--- src/rtl/ward_pkg.sv ---
/*
 Constants shared by both ends of the wire adapter request decoder link.
 Assumes a single clock domain and setup packets delivered as one strobe.
*/
package ward_pkg;
   localparam logic [4:0] RCP_IFACE = 5'h01;
   localparam logic [4:0] RCP_PORT = 5'h04;
   localparam logic [4:0] RCP_PIPE = 5'h05;
   localparam logic [7:0] RT_PIPE_WR = 8'h25;
   localparam logic [7:0] RT_PIPE_RD = 8'ha5;
   localparam logic [7:0] RT_IF_WR = 8'h21;
   localparam logic [7:0] RT_IF_RD = 8'ha1;
   localparam logic [7:0] REQ_GET_STATUS = 8'h00;
   localparam logic [7:0] REQ_CLEAR_FEATURE = 8'h01;
   localparam logic [7:0] REQ_SET_FEATURE = 8'h03;
   localparam logic [7:0] REQ_GET_DESCRIPTOR = 8'h06;
   localparam logic [7:0] REQ_SET_DESCRIPTOR = 8'h07;
   localparam logic [7:0] REQ_PIPE_ABORT = 8'h0e;
   localparam logic [7:0] REQ_PIPE_REINIT = 8'h0f;
   localparam logic [15:0] FS_CTRL_ENABLE = 16'h0001;
   localparam logic [15:0] FS_CTRL_RESET = 16'h0002;
   localparam logic [15:0] FS_PIPE_HOLD = 16'h0001;
   localparam logic [15:0] PIPE_STATUS_LEN = 16'h0001;
   localparam logic [7:0] PIPE_STATE_REPORT_OFS = 8'h00;
   localparam int ST_IDLE_BIT = 0;
   localparam int ST_HOLD_BIT = 1;
   localparam int ST_CFG_BIT = 2;
   localparam logic [7:0] DESC_LEN = 8'h1c;
   localparam logic [3:0] CTRL_RESET_CYCLES = 4'h8;
   typedef enum logic [1:0] {WARD_ACK, WARD_DATA, WARD_STALL} ward_resp_t;
endpackage

--- src/rtl/ward_if.sv ---
/*
 Link between control endpoint (host end) and request decoder (device end).
 Assumes one clock; setup presented as a single-cycle strobe.
*/
`timescale 1ns/100ps
interface ward_if (
   input wire logic clk
);
   logic setup_valid;
   logic [7:0] bm_request_type;
   logic [7:0] b_request;
   logic [15:0] w_value;
   logic [15:0] w_index;
   logic [15:0] w_length;
   logic resp_valid;
   ward_pkg::ward_resp_t resp_kind;
   logic [15:0] resp_len;
   logic [7:0] resp_byte;
   logic [7:0] data_idx;
   modport host (output setup_valid, bm_request_type, b_request, w_value, w_index, w_length,
      output data_idx, input resp_valid, resp_kind, resp_len, resp_byte);
   modport device (input setup_valid, bm_request_type, b_request, w_value, w_index, w_length,
      input data_idx, output resp_valid, resp_kind, resp_len, resp_byte);
endinterface // ward_if

--- src/rtl/ward_device_end.sv ---
/*
 Device end: decodes class requests, keeps per-pipe state and controller enable.
 Assumes the link sits on the default control endpoint and one request at a time.
*/
`timescale 1ns/100ps
module ward_device_end #(
   parameter int NUM_PIPES = 4,
   parameter int NUM_IFACES = 1,
   parameter logic [7:0] IFACE_BASE = 8'h00
) (
   input wire logic clk, // Clock
   input wire logic rst_n, // Async reset, low
   ward_if.device link, // Control endpoint side
   input wire logic [NUM_PIPES-1:0] pipe_busy, // Pipe has pending transfers
   input wire logic [NUM_PIPES-1:0] pipe_cfg, // Pipe configured
   input wire logic abort_done, // Engine finished abort reports
   output logic [NUM_PIPES-1:0] pipe_abort, // Abort pulse per pipe
   output logic [NUM_PIPES-1:0] pipe_hold, // Hold flag per pipe
   output logic ctrl_enable, // Host controller enable
   output logic ctrl_reset // Host controller reset
);
   localparam int PW = $clog2(NUM_PIPES);
   logic [NUM_PIPES-1:0] hold_q, hold_d, abort_q, abort_d;
   logic en_q, en_d;
   logic [3:0] rst_cnt_q, rst_cnt_d;
   logic resp_valid_q, resp_valid_d;
   ward_pkg::ward_resp_t resp_kind_q, resp_kind_d, answer_kind;
   logic [15:0] resp_len_q, resp_len_d, answer_len;
   logic [PW-1:0] sel_q, sel_d;
   logic waiting_q, waiting_d;

   // Shorter of the asked length and the length actually held
   function automatic logic [15:0] clip_len(input logic [15:0] asked, input logic [15:0] held);
      return asked > held ? held : asked;
   endfunction

   // Report byte: idle when nothing is pending, reserved bits read as zero
   function automatic logic [7:0] state_byte(input logic cfg, input logic held,
      input logic busy);
      logic [7:0] b;
      b = 8'h00;
      b[ward_pkg::ST_IDLE_BIT] = !busy;
      b[ward_pkg::ST_HOLD_BIT] = held;
      b[ward_pkg::ST_CFG_BIT] = cfg;
      return b;
   endfunction

   wire is_pipe_wr = link.bm_request_type == ward_pkg::RT_PIPE_WR;
   wire is_pipe_rd = link.bm_request_type == ward_pkg::RT_PIPE_RD;
   wire is_if_wr = link.bm_request_type == ward_pkg::RT_IF_WR;
   wire is_if_rd = link.bm_request_type == ward_pkg::RT_IF_RD;
   wire [4:0] recip = link.bm_request_type[4:0];
   wire recip_ok = recip == ward_pkg::RCP_PIPE || recip == ward_pkg::RCP_IFACE
      || recip == ward_pkg::RCP_PORT;
   wire pipe_ok = link.w_index[15:12] == 4'h0 &&
      link.w_index[11:0] < 12'(NUM_PIPES);
   wire [PW-1:0] pidx = link.w_index[PW-1:0];
   wire iface_ok = link.w_index[7:0] >= IFACE_BASE &&
      link.w_index[7:0] < IFACE_BASE + 8'(NUM_IFACES);
   wire len_zero = link.w_length == 16'h0000;
   wire val_zero = link.w_value == 16'h0000;
   wire req_abort = is_pipe_wr && link.b_request == ward_pkg::REQ_PIPE_ABORT;
   wire req_pclr = is_pipe_wr && link.b_request == ward_pkg::REQ_CLEAR_FEATURE;
   wire req_pset = is_pipe_wr && link.b_request == ward_pkg::REQ_SET_FEATURE;
   wire req_pstat = is_pipe_rd && link.b_request == ward_pkg::REQ_GET_STATUS;
   wire req_pdesc = is_pipe_rd && link.b_request == ward_pkg::REQ_GET_DESCRIPTOR;
   wire req_iclr = is_if_wr && link.b_request == ward_pkg::REQ_CLEAR_FEATURE;
   wire req_iset = is_if_wr && link.b_request == ward_pkg::REQ_SET_FEATURE;
   wire ok_abort = req_abort && val_zero && len_zero && pipe_ok;
   wire ok_pstat = req_pstat && val_zero &&
      link.w_length == ward_pkg::PIPE_STATUS_LEN && pipe_ok;
   // Whole of wValue compared, so stray upper bits make the selector unknown
   wire sel_hold = link.w_value == ward_pkg::FS_PIPE_HOLD;
   wire sel_enable = link.w_value == ward_pkg::FS_CTRL_ENABLE;
   wire sel_reset = link.w_value == ward_pkg::FS_CTRL_RESET;
   wire ok_pclr = req_pclr && sel_hold && len_zero && pipe_ok;
   wire ok_pset = req_pset && sel_hold && len_zero && pipe_ok;
   wire ok_pdesc = req_pdesc && link.w_value[7:0] == 8'h00 && pipe_ok;
   wire ok_iclr = req_iclr && sel_enable && len_zero && iface_ok;
   wire ok_iset = req_iset && len_zero && iface_ok && (sel_enable || sel_reset);
   wire ok_any = recip_ok && (ok_abort || ok_pstat || ok_pclr || ok_pset || ok_pdesc ||
      ok_iclr || ok_iset);
   wire take = link.setup_valid && !waiting_q;
   wire do_it = take && ok_any;
   wire [15:0] desc_len = clip_len(link.w_length, 16'(ward_pkg::DESC_LEN));

   assign answer_kind = !ok_any ? ward_pkg::WARD_STALL :
      (ok_pstat || ok_pdesc) ? ward_pkg::WARD_DATA : ward_pkg::WARD_ACK;
   assign answer_len = !ok_any ? 16'h0000 : ok_pstat ? ward_pkg::PIPE_STATUS_LEN :
      ok_pdesc ? desc_len : 16'h0000;

   // Pipe flags change only on an accepted request; errors leave them alone
   always_comb begin
      hold_d = hold_q;
      abort_d = '0;
      if (do_it) begin
         if (ok_abort) abort_d[pidx] = 1'b1;
         if (ok_pclr) hold_d[pidx] = 1'b0;
         if (ok_pset) hold_d[pidx] = 1'b1;
      end
   end

   // A controller reset also drops enable, so it restarts disabled
   always_comb begin
      en_d = en_q;
      rst_cnt_d = rst_cnt_q != 4'h0 ? rst_cnt_q - 4'h1 : 4'h0;
      if (do_it) begin
         if (ok_iclr) en_d = 1'b0;
         if (ok_iset && sel_enable) en_d = 1'b1;
         if (ok_iset && sel_reset) begin
            rst_cnt_d = ward_pkg::CTRL_RESET_CYCLES;
            en_d = 1'b0;
         end
      end
   end

   // Abort holds its answer until the engine has flushed notifications and data
   // Kind and length move only with an answer, so they stand until the next one
   always_comb begin
      waiting_d = waiting_q;
      resp_valid_d = 1'b0;
      resp_kind_d = resp_kind_q;
      resp_len_d = resp_len_q;
      sel_d = take ? pidx : sel_q;
      if (take && ok_abort && recip_ok) begin
         waiting_d = 1'b1;
      end else if (waiting_q) begin
         waiting_d = !abort_done;
         resp_valid_d = abort_done;
         if (abort_done) begin
            resp_kind_d = ward_pkg::WARD_ACK;
            resp_len_d = 16'h0000;
         end
      end else if (take) begin
         resp_valid_d = 1'b1;
         resp_kind_d = answer_kind;
         resp_len_d = answer_len;
      end
   end

   always_ff @(posedge clk or negedge rst_n) begin
      if (!rst_n) begin
         hold_q <= '0;
         abort_q <= '0;
      end else begin
         hold_q <= hold_d;
         abort_q <= abort_d;
      end
   end

   always_ff @(posedge clk or negedge rst_n) begin
      if (!rst_n) begin
         en_q <= 1'b0;
         rst_cnt_q <= 4'h0;
      end else begin
         en_q <= en_d;
         rst_cnt_q <= rst_cnt_d;
      end
   end

   always_ff @(posedge clk or negedge rst_n) begin
      if (!rst_n) begin
         resp_valid_q <= 1'b0;
         resp_kind_q <= ward_pkg::WARD_ACK;
         resp_len_q <= 16'h0000;
         sel_q <= '0;
         waiting_q <= 1'b0;
      end else begin
         resp_valid_q <= resp_valid_d;
         resp_kind_q <= resp_kind_d;
         resp_len_q <= resp_len_d;
         sel_q <= sel_d;
         waiting_q <= waiting_d;
      end
   end

   // Status byte of the last addressed pipe at byte 0 of any 1-byte answer; other descriptor bytes are a plain index pattern
   wire [7:0] state_report = state_byte(pipe_cfg[sel_q], hold_q[sel_q], pipe_busy[sel_q]);
   wire report_byte = resp_len_q == ward_pkg::PIPE_STATUS_LEN &&
      link.data_idx == ward_pkg::PIPE_STATE_REPORT_OFS;
   assign link.resp_valid = resp_valid_q;
   assign link.resp_kind = resp_kind_q;
   assign link.resp_len = resp_len_q;
   assign link.resp_byte = report_byte ? state_report : link.data_idx;
   assign pipe_abort = abort_q;
   assign pipe_hold = hold_q;
   assign ctrl_enable = en_q;
   assign ctrl_reset = rst_cnt_q != 4'h0;
endmodule // ward_device_end

--- src/flat_wrapper.sv ---
// flat-port wrapper written by rule: the top's interface ports become plain ports
module ward_device_end_flat 
#(
   parameter int NUM_PIPES = 4,
   parameter int NUM_IFACES = 1,
   parameter logic [7:0] IFACE_BASE = 8'h00
)
  (clk, rst_n, pipe_busy, pipe_cfg, abort_done, pipe_abort, pipe_hold, ctrl_enable, ctrl_reset, link_setup_valid, link_bm_request_type, link_b_request, link_w_value, link_w_index, link_w_length, link_data_idx, link_resp_valid, link_resp_kind, link_resp_len, link_resp_byte);
  ward_if link_i (.clk(clk));
  input wire logic clk;
  input wire logic rst_n;
  input wire logic [NUM_PIPES-1:0] pipe_busy;
  input wire logic [NUM_PIPES-1:0] pipe_cfg;
  input wire logic abort_done;
  output logic [NUM_PIPES-1:0] pipe_abort;
  output logic [NUM_PIPES-1:0] pipe_hold;
  output logic ctrl_enable;
  output logic ctrl_reset;
  input wire logic [$bits(link_i.setup_valid)-1:0] link_setup_valid;
  input wire logic [$bits(link_i.bm_request_type)-1:0] link_bm_request_type;
  input wire logic [$bits(link_i.b_request)-1:0] link_b_request;
  input wire logic [$bits(link_i.w_value)-1:0] link_w_value;
  input wire logic [$bits(link_i.w_index)-1:0] link_w_index;
  input wire logic [$bits(link_i.w_length)-1:0] link_w_length;
  input wire logic [$bits(link_i.data_idx)-1:0] link_data_idx;
  output wire logic [$bits(link_i.resp_valid)-1:0] link_resp_valid;
  output wire logic [$bits(link_i.resp_kind)-1:0] link_resp_kind;
  output wire logic [$bits(link_i.resp_len)-1:0] link_resp_len;
  output wire logic [$bits(link_i.resp_byte)-1:0] link_resp_byte;
  assign link_i.setup_valid = link_setup_valid;
  assign link_i.bm_request_type = link_bm_request_type;
  assign link_i.b_request = link_b_request;
  assign link_i.w_value = link_w_value;
  assign link_i.w_index = link_w_index;
  assign link_i.w_length = link_w_length;
  assign link_i.data_idx = link_data_idx;
  assign link_resp_valid = link_i.resp_valid;
  assign link_resp_kind = link_i.resp_kind;
  assign link_resp_len = link_i.resp_len;
  assign link_resp_byte = link_i.resp_byte;
  ward_device_end #(.NUM_PIPES(NUM_PIPES), .NUM_IFACES(NUM_IFACES), .IFACE_BASE(IFACE_BASE)) u_core (.clk(clk), .rst_n(rst_n), .link(link_i), .pipe_busy(pipe_busy), .pipe_cfg(pipe_cfg), .abort_done(abort_done), .pipe_abort(pipe_abort), .pipe_hold(pipe_hold), .ctrl_enable(ctrl_enable), .ctrl_reset(ctrl_reset));
endmodule
--- config.mk ---
export PLATFORM = sky130hd
export DESIGN_NAME = ward_device_end_flat
export DESIGN_NICKNAME = d
export VERILOG_FILES = /design/src/rtl/ward_pkg.sv /design/src/rtl/ward_if.sv /design/src/rtl/ward_device_end.sv /design/src/flat_wrapper.sv
export SDC_FILE = /design/constraint.sdc
export NUM_CORES = 1
export LEC_CHECK = 0
export CAP_MARGIN = 30
export CORE_MARGIN = 2
export CORE_UTILIZATION = 56
export DETAILED_ROUTE_END_ITERATION = 10
export DONT_BUFFER_PORTS = 1
export GPL_ROUTABILITY_DRIVEN = 0
export GPL_TIMING_DRIVEN = 1
export PLACE_DENSITY = 0.74
export SYNTH_ARGS = -nofsm -noshare
export SYNTH_HDL_FRONTEND = slang
export SYNTH_SLANG_ARGS = --single-unit
--- constraint.sdc ---
create_clock -name clk -period 1.93 [get_ports clk]
set_clock_uncertainty 0.2 [all_clocks]
set_input_delay 0.2895 -clock clk [delete_from_list [all_inputs] [get_ports clk]]
set_output_delay 0.2895 -clock clk [all_outputs]
set_load 0.05 [all_outputs]
== Word level (Yosys, flattened, before mapping) ==
Cells that the tools add are included.

* $add $sub $neg: 1
* $mul: 0
* Divide/modulo/power cells: 0
* Magnitude comparators: 7
* Eq/ne operators: 15
* Shift-type cells: 0
* Multiplexer cells: 37
* Bitwise logic cells: 4
* Reduce and logical (&&, ||, !) cells: 62

{| class="wikitable"
|+ Operator list
! operator !! count
|-
| two-way mux 16 bit || 7
|-
| equality test 16 x 1 -> 1 bit (second input constant) || 3
|-
| logical AND 1 bit || 38
|-
| logical NOT 16 bit || 2
|-
| two-way mux 4 bit || 8
|-
| logical NOT 8 bit || 3
|-
| equality test 16 x 2 -> 1 bit (second input constant) || 1
|-
| equality test 8 x 6 -> 1 bit (second input constant) || 2
|-
| > comparator 16 x 5 -> 1 bit (second input constant) || 1
|-
| two-way mux 1 bit || 13
|-
| < comparator 12 x 3 -> 1 bit (second input constant) || 1
|-
| equality test 5 x 3 -> 1 bit (second input constant) || 2
|-
| logical OR 1 bit || 10
|-
| equality test 8 x 1 -> 1 bit (second input constant) || 1
|-
| equality test 8 x 2 -> 1 bit (second input constant) || 1
|-
| equality test 8 x 3 -> 1 bit (second input constant) || 1
|-
| equality test 8 x 4 -> 1 bit (second input constant) || 1
|-
| equality test 8 bit (second input constant) || 1
|-
| greater-or-equal comparator 8 x 1 -> 1 bit (second input constant) || 1
|-
| < comparator 8 x 1 -> 1 bit (second input constant) || 1
|-
| two-way mux 2 bit || 4
|-
| two-way mux 8 bit || 1
|-
| binary-select mux 1 bit (select 2 bit) || 3
|-
| < comparator 2 x 3 -> 1 bit (second input constant) || 2
|-
| other kinds (16) || 18
|}

* Bits in registers: 35
* Bits in latches: 0
* Bits in writable memories: 0
* Bits in read-only memories: 0
* Logic and storage cells: 135
* Memories kept: 0

== Depth between registers and ports, before layout ==
Gate-level depths: netlist (run 1).

* Word-level depth: 16
* Depth in mapped cells: 7
* Depth with buffers taken out: 6

== Worst setup path before layout (run 1) ==
Ideal clock, no wire load.

* Path kind: register to output
* Start: register u_core.resp_len_q[0] (netlist: u_core.link.resp_len[0])
* End: output link_resp_byte[0]
* Arrival: 2260 ps
* Data required time: 1441 ps
* Setup slack: -820 ps
* Cell stages (with the launch flop): 4
* Cell sequence: dfrtp_1 nor4b_1 nand4_1 o31ai_1

* Longest elaborated chain between the ends: 3

{| class="wikitable"
|+ RTL lines
! item !! line !! source
|-
| start, declared || ward_device_end.sv:28 || <nowiki>logic [15:0] resp_len_q, resp_len_d, answer_len;</nowiki>
|-
| start signal, assigned || ward_device_end.sv:171 || <nowiki>resp_len_q <= resp_len_d;</nowiki>
|-
| equality test 16 x 1 -> 1 bit || ward_device_end.sv:179 || <nowiki>wire report_byte = resp_len_q == ward_pkg::PIPE_STATUS_LEN &&</nowiki>
|-
| logical AND 1 bit || ward_device_end.sv:179 ||
|-
| two-way mux 8 bit || ward_device_end.sv:184 || <nowiki>assign link.resp_byte = report_byte ? state_report : link.data_idx;</nowiki>
|-
| end, declared || flat_wrapper.sv:29 || <nowiki>output wire logic [$bits(link_i.resp_byte)-1:0] link_resp_byte;</nowiki>
|}

Every way passes these cells.

== Worst setup path after layout (run 1) ==
* Start: register u_core.resp_len_q[2] (netlist: u_core.link.resp_len[2])
* End: output link_resp_byte[0]

The elaborated chain is that of the path after synthesis.

==> metrics.csv, run 1 <==
metric;value;unit
outcome;finished with violations;
failing checks;negative hold slack, negative setup slack;
share of the synthesized area in the top cell type;44.7;%
I/O pin total;121;
most area-consuming cells after synthesis;sky130_fd_sc_hd__dfrtp_1 (45%), sky130_fd_sc_hd__nor4_1 (4.5%), sky130_fd_sc_hd__and2_1 (3.5%);
post-detailed-route count of antenna-violating nets;0;
chip width;63.1;µm
sequential element share of the synthesized area;44.7;%
Final Hold Viols;1;
share of the clock period used by the worst path;115;%
most instantiated library cell after synthesis;sky130_fd_sc_hd__dfrtp_1;
placed instance count;284;
leading post-synthesis cells by instance count;sky130_fd_sc_hd__dfrtp_1 (35), sky130_fd_sc_hd__nand2_1 (18), sky130_fd_sc_hd__nor2_1 (18);
via count of the first global-routing pass;1928;
total chip power;1.28;mW
placed wire-length estimate;4.30;mm
Avg WL per Cell;19.2;µm
worst r2r src;u_core.waiting_q$_DFF_PN0_;
Crit Path Class;flip-flop to output pin;
total die area;0.00399;mm²
setup violation total in the final timing report;13;
Iter 0 DRT Violations;123;
CTS H-tree depth;2;
pin count of the biggest net entering global routing;36;
CP Capture Type;output pin;
antenna violations before repair;0;
Netlist cell types;48;
element type at the critical path start;flip-flop;
wire length of the first global-routing pass;9.04;mm
setup slack of the worst register-to-register path;0.04;ns
clock-pin transition on the worst setup and hold timing paths;0.09;ns
Core Rows;21;
synthesized cell area;0.00196;mm²
Die Y-Extent;63.1;µm
number of warnings printed during yosys synthesis;0;
Relative slew margins;65.0;%
first-pass detailed-route iteration total;5;
Skew-Pair Late Insertion Delay;0.33;ns
endpoint of the worst-slack reg-to-reg timing path;u_core.link.resp_len[0]$_DFFE_PN0P_;
worst setup path start;u_core.link.resp_len[2]$_DFFE_PN0P_;
count of buffers from port buffering;0;
data arrival time of the critical path;1.74;ns
number of register bits inferred by synthesis;35;
maximum VDD drop;249;µV
path class of the lowest-slack min-delay path;input port to flip-flop;
largest fanout of any net on the critical path;2;
total congestion overflow;0;
post-synthesis cell count;205;
Avg Cell Area, Syn;9.55;µm²
worst path required time;1.44;ns
aggregate negative setup slack;-1.60;ns
ratio of cells with drive above 1 in the final layout;35.9;%
Synth area leader;sky130_fd_sc_hd__dfrtp_1;
buffers from clock root to sink, at most;2;
total DRC errors in the routed layout;0;
Layout Area Growth over Synthesis;35.3;%
Cell Area, Placed;0.00235;mm²
top_reg_cell synth;sky130_fd_sc_hd__dfrtp_1;
number of nets produced by synthesis;289;
number of sinks on the clock net;35;
Design Area, Final;0.00265;mm²
final wirelength;5.84;mm
Core Box Area;0.00334;mm²
power per unit of standard cell area;484;mW/mm²
cell at the root of the clock tree;sky130_fd_sc_hd__clkbuf_4;
effective utilization at floorplan;58.7;%
Post-Route Hold Slack;-0.00624;ns
via count;1972;
post-layout minimum cycle time;2.23;ns
number of nets at the end of the flow;342;
cells on worst reg2reg path;6;
setup repair after global routing missed its margin;true;
end point of the critical path;link_resp_byte[0];
top achievable clock speed;0.449;GHz
clock tree from TritonCTS;built;
leakage power of the design;1.15;nW
global-route total usage across every layer;29.0;%
EDFF count, synth;0;
Layout Cells excl Fill;305;
Least-Margin Pin Slew;0.525;ns
async set or reset register ratio after synthesis;100;%
final antenna diode count;0;
vias per cell;6.47;
number of CTS-inserted buffers;5;
max-cap violation count;0;
worst-case setup margin in the final layout;-0.297;ns
Final Slew Violations;0;
fillers;204;
[logic make-up after synthesis]
| group | share of synthesized area, % |
|---|---|
| compound gates | 13.5 |
| mux | 5.62 |
| flops | 44.7 |
| buf+inv | 2.43 |
| simple gates | 33.7 |
[registers in the layout (all words and copies together) (netlist names)]
signal	cells
u_core.ctrl_enable	1
u_core.link.resp_kind	2
u_core.link.resp_len	16
u_core.link.resp_valid	1
u_core.pipe_abort	4
u_core.pipe_hold	4
u_core.rst_cnt_q	4
u_core.sel_q	2
u_core.waiting_q	1
[per-stage QoR]
stage / setup WS [ns] / util, %
global route: -0.364 / 79.4
floorplan: -0.375 / -
global placement: -0.390 / 70.4
finish: -0.297 / 79.4
CTS: -0.304 / 76.7
detailed placement: -0.431 / 70.4
[per-layer routing]
metal / track usage, % / vias to the layer above / wire length (µm)
li1: - / 879 / -
met1: 33.5 / 945 / 2100
met5: 0 / - / 0
met4: 8.06 / 0 / 98
met2: 53.2 / 138 / 3110
met3: 6.96 / 10 / 535
[power by group]
part | leakage, nW | switching, mW | internal, mW | total [mW]
combinational | 0.647 | 0.0774 | 0.0763 | 0.154
clock | 0.0293 | 0.233 | 0.142 | 0.375
sequential | 0.476 | 0.0155 | 0.740 | 0.755
total | 1.15 | 0.326 | 0.958 | 1.28
[what timing repair did]
item | 4_1_cts | 5_1_grt
setup endpoints to repair | 12 | 31
gates resized for setup | 9 | 13
hold endpoints to repair | 47 | 0
buffers inserted | 3 | 1
hold buffers | 8 | 0
pin swaps | 5 | 3
cloned | 0 | 1
[how the worst min path moves through the flow]
stage / slack [ns] / endpoint / startpoint / cells after the start
after floorplan: -0.21 / u_core.ctrl_enable$_DFFE_PN0P_ / rst_n / 0
after global placement: -0.21 / u_core.link.resp_len[11]$_DFFE_PN0P_ / rst_n / 0
after detailed placement: -0.21 / u_core.link.resp_len[10]$_DFFE_PN0P_ / rst_n / 0
after CTS: 0.002 / u_core.ctrl_enable$_DFFE_PN0P_ / link_w_value[2] / 3
after global routing: 0.002 / u_core.link.resp_len[3]$_DFFE_PN0P_ / link_w_length[3] / 2
final: -0.006 / u_core.link.resp_len[3]$_DFFE_PN0P_ / link_w_length[3] / 2
[worst max-delay path, cell delays in order, from the launching register on]
cell,delay (ns)
sky130_fd_sc_hd__dfrtp_1,0.42
sky130_fd_sc_hd__nor4_4,0.30
sky130_fd_sc_hd__nand4_1,0.24
sky130_fd_sc_hd__o31ai_4,0.28
sky130_fd_sc_hd__buf_12,0.17
[layout by cell type, fill, tap and decap left out, types with 4 or more instances in the layout]
| cell | Yosys | layout |
|---|---|---|
| sky130_fd_sc_hd__dlygate4sd3_1 | 0 | 7 |
| sky130_fd_sc_hd__inv_1 | 4 | 4 |
| sky130_fd_sc_hd__nor2_1 | 18 | 16 |
| sky130_fd_sc_hd__clkbuf_4 | 0 | 5 |
| sky130_fd_sc_hd__nand3_1 | 5 | 5 |
| sky130_fd_sc_hd__a21oi_1 | 4 | 4 |
| sky130_fd_sc_hd__o21ai_0 | 11 | 7 |
| sky130_fd_sc_hd__dfrtp_1 | 35 | 33 |
| sky130_fd_sc_hd__nor4_2 | 0 | 5 |
| sky130_fd_sc_hd__and2_1 | 11 | 11 |
| sky130_fd_sc_hd__o21ai_1 | 0 | 4 |
| sky130_fd_sc_hd__buf_4 | 0 | 43 |
| sky130_fd_sc_hd__nor3_1 | 8 | 7 |
| sky130_fd_sc_hd__and3_1 | 6 | 6 |
| sky130_fd_sc_hd__nand2_1 | 18 | 18 |
| sky130_fd_sc_hd__nand4_1 | 6 | 6 |
| sky130_fd_sc_hd__nor4_1 | 14 | 7 |
[cell type report]
cell class / instances / area, µm² / share of cell area [%]
Multi-Input combinational cell: 158 / 1200 / 45.3
Sequential cell: 35 / 878 / 33.1
Timing Repair Buffer: 54 / 449 / 16.9
Tap cell: 46 / 57.6 / 2.17
Clock buffer: 7 / 45.0 / 1.70
Inverter: 4 / 15.0 / 0.567
Clock inverter: 1 / 5.00 / 0.189
No activity file was read; power rests on OpenSTA's default activity.
==> inputs of run 2 (changes only) <==
--- a/config.mk
+++ b/config.mk
@@ -5,14 +5,14 @@
 export SDC_FILE = /design/constraint.sdc
 export NUM_CORES = 1
 export LEC_CHECK = 0
+export BUFFER_PORTS_ARGS = -buffer_cell sky130_fd_sc_hd__buf_4
 export CAP_MARGIN = 30
 export CORE_MARGIN = 2
-export CORE_UTILIZATION = 56
+export CORE_UTILIZATION = 39
 export DETAILED_ROUTE_END_ITERATION = 10
-export DONT_BUFFER_PORTS = 1
 export GPL_ROUTABILITY_DRIVEN = 0
 export GPL_TIMING_DRIVEN = 1
-export PLACE_DENSITY = 0.74
+export PLACE_DENSITY = 0.77
 export SYNTH_ARGS = -nofsm -noshare
 export SYNTH_HDL_FRONTEND = slang
 export SYNTH_SLANG_ARGS = --single-unit
==> run 2 against run 1 <==
Effect of this change: the run ends with negative setup slack left; total power grew 41%; combinational power grew to 2.5 times the previous value; via count grew 22%; highest routed layer unchanged; hold slack gained 0.11 ns; sequential share of layout area shrank 10 points; cell count grew 48%; global-route usage shrank 5.7 points; die area grew 41%; largest power group unchanged; sequential power shrank 0.9%; non-clock buffer count grew 126; clock power grew 82%; maximum frequency shrank 0.36%.
==> metrics.csv, run 2 (synthesis gave the netlist of run 1 again) <==
metric;value;unit;change
path class of the lowest-slack min-delay path;input port to flip-flop;;
data arrival time of the critical path;1.75;ns;about the same
placed instance count;432;;+52%
number of flip-flops under the largest register name;16;;unchanged
clock-pin transition on the worst setup and hold timing paths;0.07;ns;-0.02 ns
global-route total usage across every layer;23.3;%;-5.7 points
part of the power in combinational logic;21.3;%;+9.3 points
Core Box Area;0.00479;mm²;+43%
max-cap violation count;0;;unchanged
placed wire-length estimate;5.08;mm;+18%
most common cell after layout, fill and taps aside;sky130_fd_sc_hd__buf_4;;
CP Capture Type;output pin;;
critical-path cell with the highest stage delay;sky130_fd_sc_hd__dfrtp_1;;
Core Rows;25;;+19%
count of buffers from port buffering;120;;+120
Avg WL per Cell;15.9;µm;-17%
CTS H-tree depth;2;;unchanged
share of the clock period used by the worst path;116;%;+0.42 points
Final Hold Viols;0;;-1
power per unit of standard cell area;479;mW/mm²;-1.1%
Placement Setup Slack;-0.562;ns;-0.132 ns
final wirelength;7.21;mm;+23%
setup violation total in the final timing report;32;;+19
aggregate negative setup slack;-6.01;ns;-4.40 ns
Internal;1.38;mW;+44%
worst-case setup margin in the final layout;-0.305;ns;-0.00802 ns
antenna violations before repair;0;;unchanged
pin count of the biggest net entering global routing;36;;unchanged
worst r2r src;u_core.waiting_q$_DFF_PN0_;;
Skew-Pair Late Insertion Delay;0.29;ns;-0.04 ns
largest fanout of any net on the critical path;2;;unchanged
post-detailed-route count of antenna-violating nets;0;;unchanged
via count;2399;;+22%
cell depth of the worst min-delay path;3;;+1
first-pass detailed-route iteration total;4;;-1
hold_sp;abort_done;;
leakage power of the design;1.86;nW;+61%
Final Slew Violations;0;;unchanged
effective utilization at floorplan;40.9;%;-18 points
most frequent cells in the layout;sky130_fd_sc_hd__buf_4 (163), sky130_fd_sc_hd__dfrtp_1 (33), sky130_fd_sc_hd__nand2_1 (17), sky130_fd_sc_hd__nor2_1 (13), sky130_fd_sc_hd__buf_6 (10);;
failing checks;negative setup slack;;
top achievable clock speed;0.447;GHz;-0.36%
Crit Path Class;flip-flop to output pin;;
setup slack of the worst register-to-register path;-0.04;ns;-0.08 ns
setup repair after global routing missed its margin;true;;
number of sinks on the clock net;35;;unchanged
chip width;74.9;µm;+19%
fillers;341;;+67%
cells on worst reg2reg path;6;;unchanged
endpoint of the worst-slack reg-to-reg timing path;u_core.pipe_hold[3]$_DFFE_PN0P_;;
endpoint of the worst hold path;u_core.waiting_q$_DFF_PN0_;;
final antenna diode count;0;;unchanged
clock tree from TritonCTS;built;;
number of CTS-inserted buffers;5;;unchanged
Iter 0 DRT Violations;72;;-41%
vias per cell;5.31;;-18%
cell at the root of the clock tree;sky130_fd_sc_hd__clkbuf_8;;
Die Y-Extent;74.9;µm;+19%
Layout Area Growth over Synthesis;93.5;%;
total congestion overflow;0;;unchanged
FF/Latch Area;878;µm²;unchanged
total DRC errors in the routed layout;0;;unchanged
maximum VDD drop;364;µV;+46%
reported net switching power;0.437;mW;+34%
number of nets at the end of the flow;468;;+37%
ratio of cells with drive above 1 in the final layout;62.3;%;+26 points
switching share of power;24.1;%;-1.3 points
worst path required time;1.44;ns;about the same
post-layout minimum cycle time;2.23;ns;+0.00802 ns
I/O pin total;121;;unchanged
sequential power share;41.2;%;-18 points
maximum single-stage delay on the critical path;0.41;ns;about the same
Least-Margin Pin Slew;0.472;ns;-0.0535 ns
via count of the first global-routing pass;2326;;+21%
wire length of the first global-routing pass;9.92;mm;+9.8%
buffers from clock root to sink, at most;2;;unchanged
element type at the critical path start;flip-flop;;
Layout Cells excl Fill;452;;+48%
Relative slew margins;68.1;%;+3.1 points
outcome;finished with violations;;
cells along the critical path;nor4_2 > nand4_1 > nor2_2 > a21o_2 > buf_8;;
footprint of the multi-input gates;0.00123;mm²;+2.7%
clock network fraction of total power;37.5;%;+8.3 points
total die area;0.00560;mm²;+41%
[run 2: stage by stage]
stage	hold WS (ns)	util [%]	instance area, µm²	power (mW)
after floorplan	-0.206	-	2000	0.872
after global placement	0.0625	69.6	3330	1.09
after detailed placement	0.0652	69.6	3330	1.10
after CTS	0.0867	75.6	3620	1.79
after global routing	0.111	79.2	3790	1.87
final	0.103	79.2	3790	1.82
[run 2: critical path, delay by kind of cell, from the launching register on]
family                 cells  cell delay, ns
AND/OR/NAND/NOR            3            0.75
flip-flops                 1            0.41
AO/OA/AOI/OAI              1            0.16
buffers and inverters      1            0.14
[run 2: per-layer routing]
metal / wire length [µm] / GRT usage [%] / share of wire, % / vias up
met5: 0 / 0 / 0 / -
met4: 193 / 9.33 / 2.7 / 0
met3: 459 / 4.82 / 6.4 / 17
met2: 3910 / 43.9 / 54 / 109
met1: 2650 / 25.1 / 37 / 1144
li1: - / - / - / 1129
[run 2: cell type report]
cell class                      instances  area share (%)
Clock buffer                            6            2.18
Clock inverter                          2           0.925
Inverter                                4           0.396
Multi-Input combinational cell        158            32.5
Sequential cell                        35            23.2
Tap cell                               67            2.21
Timing Repair Buffer                  180            38.6
[run 2: worst max-delay path by stage]
stage,from,to,slack (ns)
2_1_floorplan,link_w_index[11],u_core.link.resp_len[3]$_DFFE_PN0P_,-0.38
3_3_place_gp,link_w_index[11],u_core.link.resp_len[4]$_DFFE_PN0P_,-0.54
3_5_place_dp,link_w_index[11],u_core.link.resp_len[2]$_DFFE_PN0P_,-0.56
4_1_cts,u_core.link.resp_len[9]$_DFFE_PN0P_,link_resp_byte[0],-0.28
5_1_grt,u_core.link.resp_len[7]$_DFFE_PN0P_,link_resp_byte[1],-0.35
6_report,u_core.link.resp_len[7]$_DFFE_PN0P_,link_resp_byte[2],-0.30
[run 2: power by group through the flow]
stage / combinational, mW / sequential, mW / clock, mW
floorplan: 0.103 / 0.769 / 0
global placement: 0.327 / 0.761 / 0
detailed placement: 0.336 / 0.762 / 0
CTS: 0.364 / 0.748 / 0.682
global route: 0.411 / 0.749 / 0.712
finish: 0.386 / 0.748 / 0.681
[run 2: timing repair]
item | 4_1_cts | 5_1_grt
setup buffers | 5 | 4
resized for setup | 25 | 28
hold buffers | 1 | 0
cloned | 1 | 2
endpoints found under the setup margin | 32 | 33
pin swaps | 7 | 9
endpoints found under the hold margin | 35 | 0
==> inputs of run 3 (changes only) <==
--- a/config.mk
+++ b/config.mk
@@ -5,12 +5,12 @@
 export SDC_FILE = /design/constraint.sdc
 export NUM_CORES = 1
 export LEC_CHECK = 0
+export ABC_AREA = 1
 export BUFFER_PORTS_ARGS = -buffer_cell sky130_fd_sc_hd__buf_4
 export CAP_MARGIN = 30
 export CORE_MARGIN = 2
-export CORE_UTILIZATION = 39
+export CORE_UTILIZATION = 42
 export DETAILED_ROUTE_END_ITERATION = 10
-export GPL_ROUTABILITY_DRIVEN = 0
 export GPL_TIMING_DRIVEN = 1
 export PLACE_DENSITY = 0.77
 export SYNTH_ARGS = -nofsm -noshare
==> run 3 against run 2 <==
Effect of this change: the flow still finishes with violations (negative setup slack); maximum frequency increased by 2.9%; sequential share of layout area decreased by 0.98 points; area after synthesis grew 27%; setup slack improved by 0.063 ns; register-to-register slack better by 0.30 ns; clock power fell by 23%; flip-flop and latch count unchanged; count of clock-buffer cells in the layout fell by 1; cell count grew 38%; wire length down 1.6%.
==> metrics.csv, run 3 <==
metric;value;unit;change
share of the synthesized area in the top cell type;35.2;%;-9.5 points
clock tree from TritonCTS;built;;
I/O pin total;121;;unchanged
worst path required time;1.44;ns;about the same
element type at the critical path start;flip-flop;;
weighted congestion reported at the end of routability-driven placement;0.869;;
Least-Margin Pin Slew;0.437;ns;-0.0353 ns
Skew-Pair Late Insertion Delay;0.29;ns;about the same
final wirelength;7.09;mm;-1.6%
post-layout minimum cycle time;2.17;ns;-0.0630 ns
top achievable clock speed;0.460;GHz;+2.9%
Avg WL per Cell;11.3;µm;-29%
antenna violations before repair;0;;unchanged
Core Rows;28;;+12%
clock-pin transition on the worst setup and hold timing paths;0.07;ns;about the same
Internal;1.19;mW;-14%
setup repair after global routing missed its margin;true;;
Final Hold Viols;0;;unchanged
total congestion overflow;0;;unchanged
path class of the lowest-slack min-delay path;input port to flip-flop;;
clock network fraction of total power;31.9;%;-5.6 points
Layout Area Growth over Synthesis;59.5;%;
most area-consuming cells after synthesis;sky130_fd_sc_hd__dfrtp_1 (35%), sky130_fd_sc_hd__nand2_1 (13%), sky130_fd_sc_hd__nor2_1 (12%);;
maximum VDD drop;296;µV;-19%
CP Capture Type;output pin;;
first-pass detailed-route iteration total;4;;unchanged
synthesized cell area;0.00249;mm²;+27%
via count of the first global-routing pass;2812;;+21%
most common cell after layout, fill and taps aside;sky130_fd_sc_hd__buf_4;;
Die Y-Extent;81.0;µm;+8.1%
switching share of power;28.2;%;+4.1 points
placed instance count;613;;+42%
Iter 0 DRT Violations;68;;-5.6%
post-detailed-route count of antenna-violating nets;0;;unchanged
top_reg_cell synth;sky130_fd_sc_hd__dfrtp_1;;
reported net switching power;0.465;mW;+6.4%
number of flip-flops under the largest register name;16;;unchanged
largest fanout of any net on the critical path;3;;+1
Layout Cells excl Fill;625;;+38%
setup violation total in the final timing report;3;;-91%
vias per cell;4.64;;-13%
part of the power in combinational logic;22.9;%;+1.6 points
number of warnings printed during yosys synthesis;0;;unchanged
Placement Setup Slack;-0.123;ns;+0.439 ns
number of nets at the end of the flow;633;;+35%
outcome;finished with violations;;
sequential power share;45.3;%;+4.1 points
leading post-synthesis cells by instance count;sky130_fd_sc_hd__nand2_1 (86), sky130_fd_sc_hd__nor2_1 (80), sky130_fd_sc_hd__inv_1 (61);;
wire length of the first global-routing pass;11.7;mm;+18%
pin count of the biggest net entering global routing;36;;unchanged
most instantiated library cell after synthesis;sky130_fd_sc_hd__nand2_1;;
share of the clock period used by the worst path;113;%;-3.3 points
global-route total usage across every layer;22.6;%;-0.64 points
effective utilization at floorplan;42.8;%;+1.9 points
ratio of cells with drive above 1 in the final layout;39.5;%;-23 points
Post-Route Hold Slack;0.103;ns;+0.000333 ns
placed wire-length estimate;6.05;mm;+19%
Synth area leader;sky130_fd_sc_hd__dfrtp_1;;
buffers from clock root to sink, at most;2;;unchanged
Final Slew Violations;0;;unchanged
count of buffers from port buffering;120;;unchanged
EDFF count, synth;0;;unchanged
max-cap violation count;0;;unchanged
fillers;513;;+50%
CTS H-tree depth;2;;unchanged
post-synthesis cell count;385;;+88%
cell at the root of the clock tree;sky130_fd_sc_hd__clkbuf_8;;
async set or reset register ratio after synthesis;100;%;unchanged
worst-case setup margin in the final layout;-0.242;ns;+0.0630 ns
sequential element share of the synthesized area;35.2;%;-9.5 points
final antenna diode count;0;;unchanged
number of register bits inferred by synthesis;35;;unchanged
total die area;0.00655;mm²;+17%
Core Box Area;0.00582;mm²;+22%
via count;2902;;+21%
data arrival time of the critical path;1.68;ns;-0.07 ns
power per unit of standard cell area;416;mW/mm²;-13%
Avg Cell Area, Syn;6.46;µm²;-32%
Relative slew margins;70.9;%;+2.8 points
total DRC errors in the routed layout;0;;unchanged
Netlist cell types;32;;-33%
most frequent cells in the layout;sky130_fd_sc_hd__buf_4 (157), sky130_fd_sc_hd__nand2_1 (84), sky130_fd_sc_hd__nor2_1 (79), sky130_fd_sc_hd__inv_1 (60), sky130_fd_sc_hd__dfrtp_1 (31);;
number of sinks on the clock net;35;;unchanged
chip width;81.0;µm;+8.1%
failing checks;negative setup slack;;
number of nets produced by synthesis;469;;+62%
leakage power of the design;2.09;nW;+12%
number of CTS-inserted buffers;5;;unchanged
Crit Path Class;flip-flop to output pin;;
[run 3: worst paths after layout]
path / startpoint / end / slack, ns / depth (start not counted)
hold reg to reg: u_core.link.resp_kind[1]$_DFFE_PN0P_ / u_core.link.resp_kind[1]$_DFFE_PN0P_ / 0.33 / 2
setup reg to reg: u_core.waiting_q$_DFF_PN0_ / u_core.rst_cnt_q[0]$_DFF_PN0_ / 0.26 / 7
setup / recovery: u_core.link.resp_len[1]$_DFFE_PN0P_ / link_resp_byte[1] / -0.24 / 9
min in group asynchronous: rst_n / u_core.link.resp_len[8]$_DFFE_PN0P_ / 0.27 / 2
hold / removal: link_w_index[1] / u_core.pipe_abort[3]$_DFF_PN0_ / 0.10 / 3
max in group asynchronous: rst_n / u_core.link.resp_len[0]$_DFFE_PN0P_ / 0.92 / 2
[run 3: power by group through the flow]
stage | Sequential (mW) | Clock, mW | Combinational (mW)
finish | 0.747 | 0.526 | 0.377
global route | 0.748 | 0.567 | 0.416
CTS | 0.747 | 0.537 | 0.379
detailed placement | 0.761 | 0 | 0.372
global placement | 0.761 | 0 | 0.363
floorplan | 0.768 | 0 | 0.140
[run 3: through the flow]
stage                     area (µm²)  setup TNS (ns)  power [mW]  utilization [%]
final                           3970          -0.684        1.65             68.2
after global placement          3800           -1.87        1.12             65.3
after CTS                       3950          -0.902        1.66             67.9
after global routing            3970           -1.13        1.73             68.2
after detailed placement        3800           -2.83        1.13             65.3
after floorplan                 2530          -0.604       0.909                -
[run 3: what timing repair did]
item / CTS / global route
setup endpoints to repair: 3 / 21
resized for setup: 7 / 5
setup buffers: 2 / 0
hold buffers: 2 / 0
pin swaps: 4 / 2
hold endpoints to repair: 36 / 0
[run 3: logic make-up (layout without fill, tap and decap cells)]
family          Yosys count  count (layout)  share of synthesized area, %
simple gates            236             236                          44.5
buf+inv                  72             237                          11.3
flops                    35              35                          35.2
compound gates           42              42                          9.00
[run 3: final cells by class]
type                            instances  area [µm²]  share of cell area (%)
Multi-Input combinational cell        278        1390                    35.1
Timing Repair Buffer                  164        1270                    32.0
Sequential cell                        35         881                    22.2
Inverter                               65         244                    6.15
Tap cell                               75        93.8                    2.37
Clock buffer                            5        68.8                    1.74
Clock inverter                          3        20.0                   0.505
[run 3: critical path: stages (launching register included)]
cell and delay [ns]:
sky130_fd_sc_hd__dfrtp_2 0.41, sky130_fd_sc_hd__inv_2 0.06, sky130_fd_sc_hd__nand2_2 0.05, sky130_fd_sc_hd__nor3_2 0.10, sky130_fd_sc_hd__nand3_1 0.10, sky130_fd_sc_hd__nor3_2 0.11, sky130_fd_sc_hd__nand4_1 0.11, sky130_fd_sc_hd__buf_6 0.16
sky130_fd_sc_hd__o21bai_4 0.14, sky130_fd_sc_hd__buf_8 0.16
[run 3: per-layer routing]
metal / GRT usage, % / vias up / share of wire (%)
met5: 0 / - / 0
met4: 9.15 / 0 / 2.4
met3: 2.78 / 14 / 5.9
met2: 42.4 / 98 / 52
met1: 25.8 / 1268 / 40
li1: - / 1522 / -
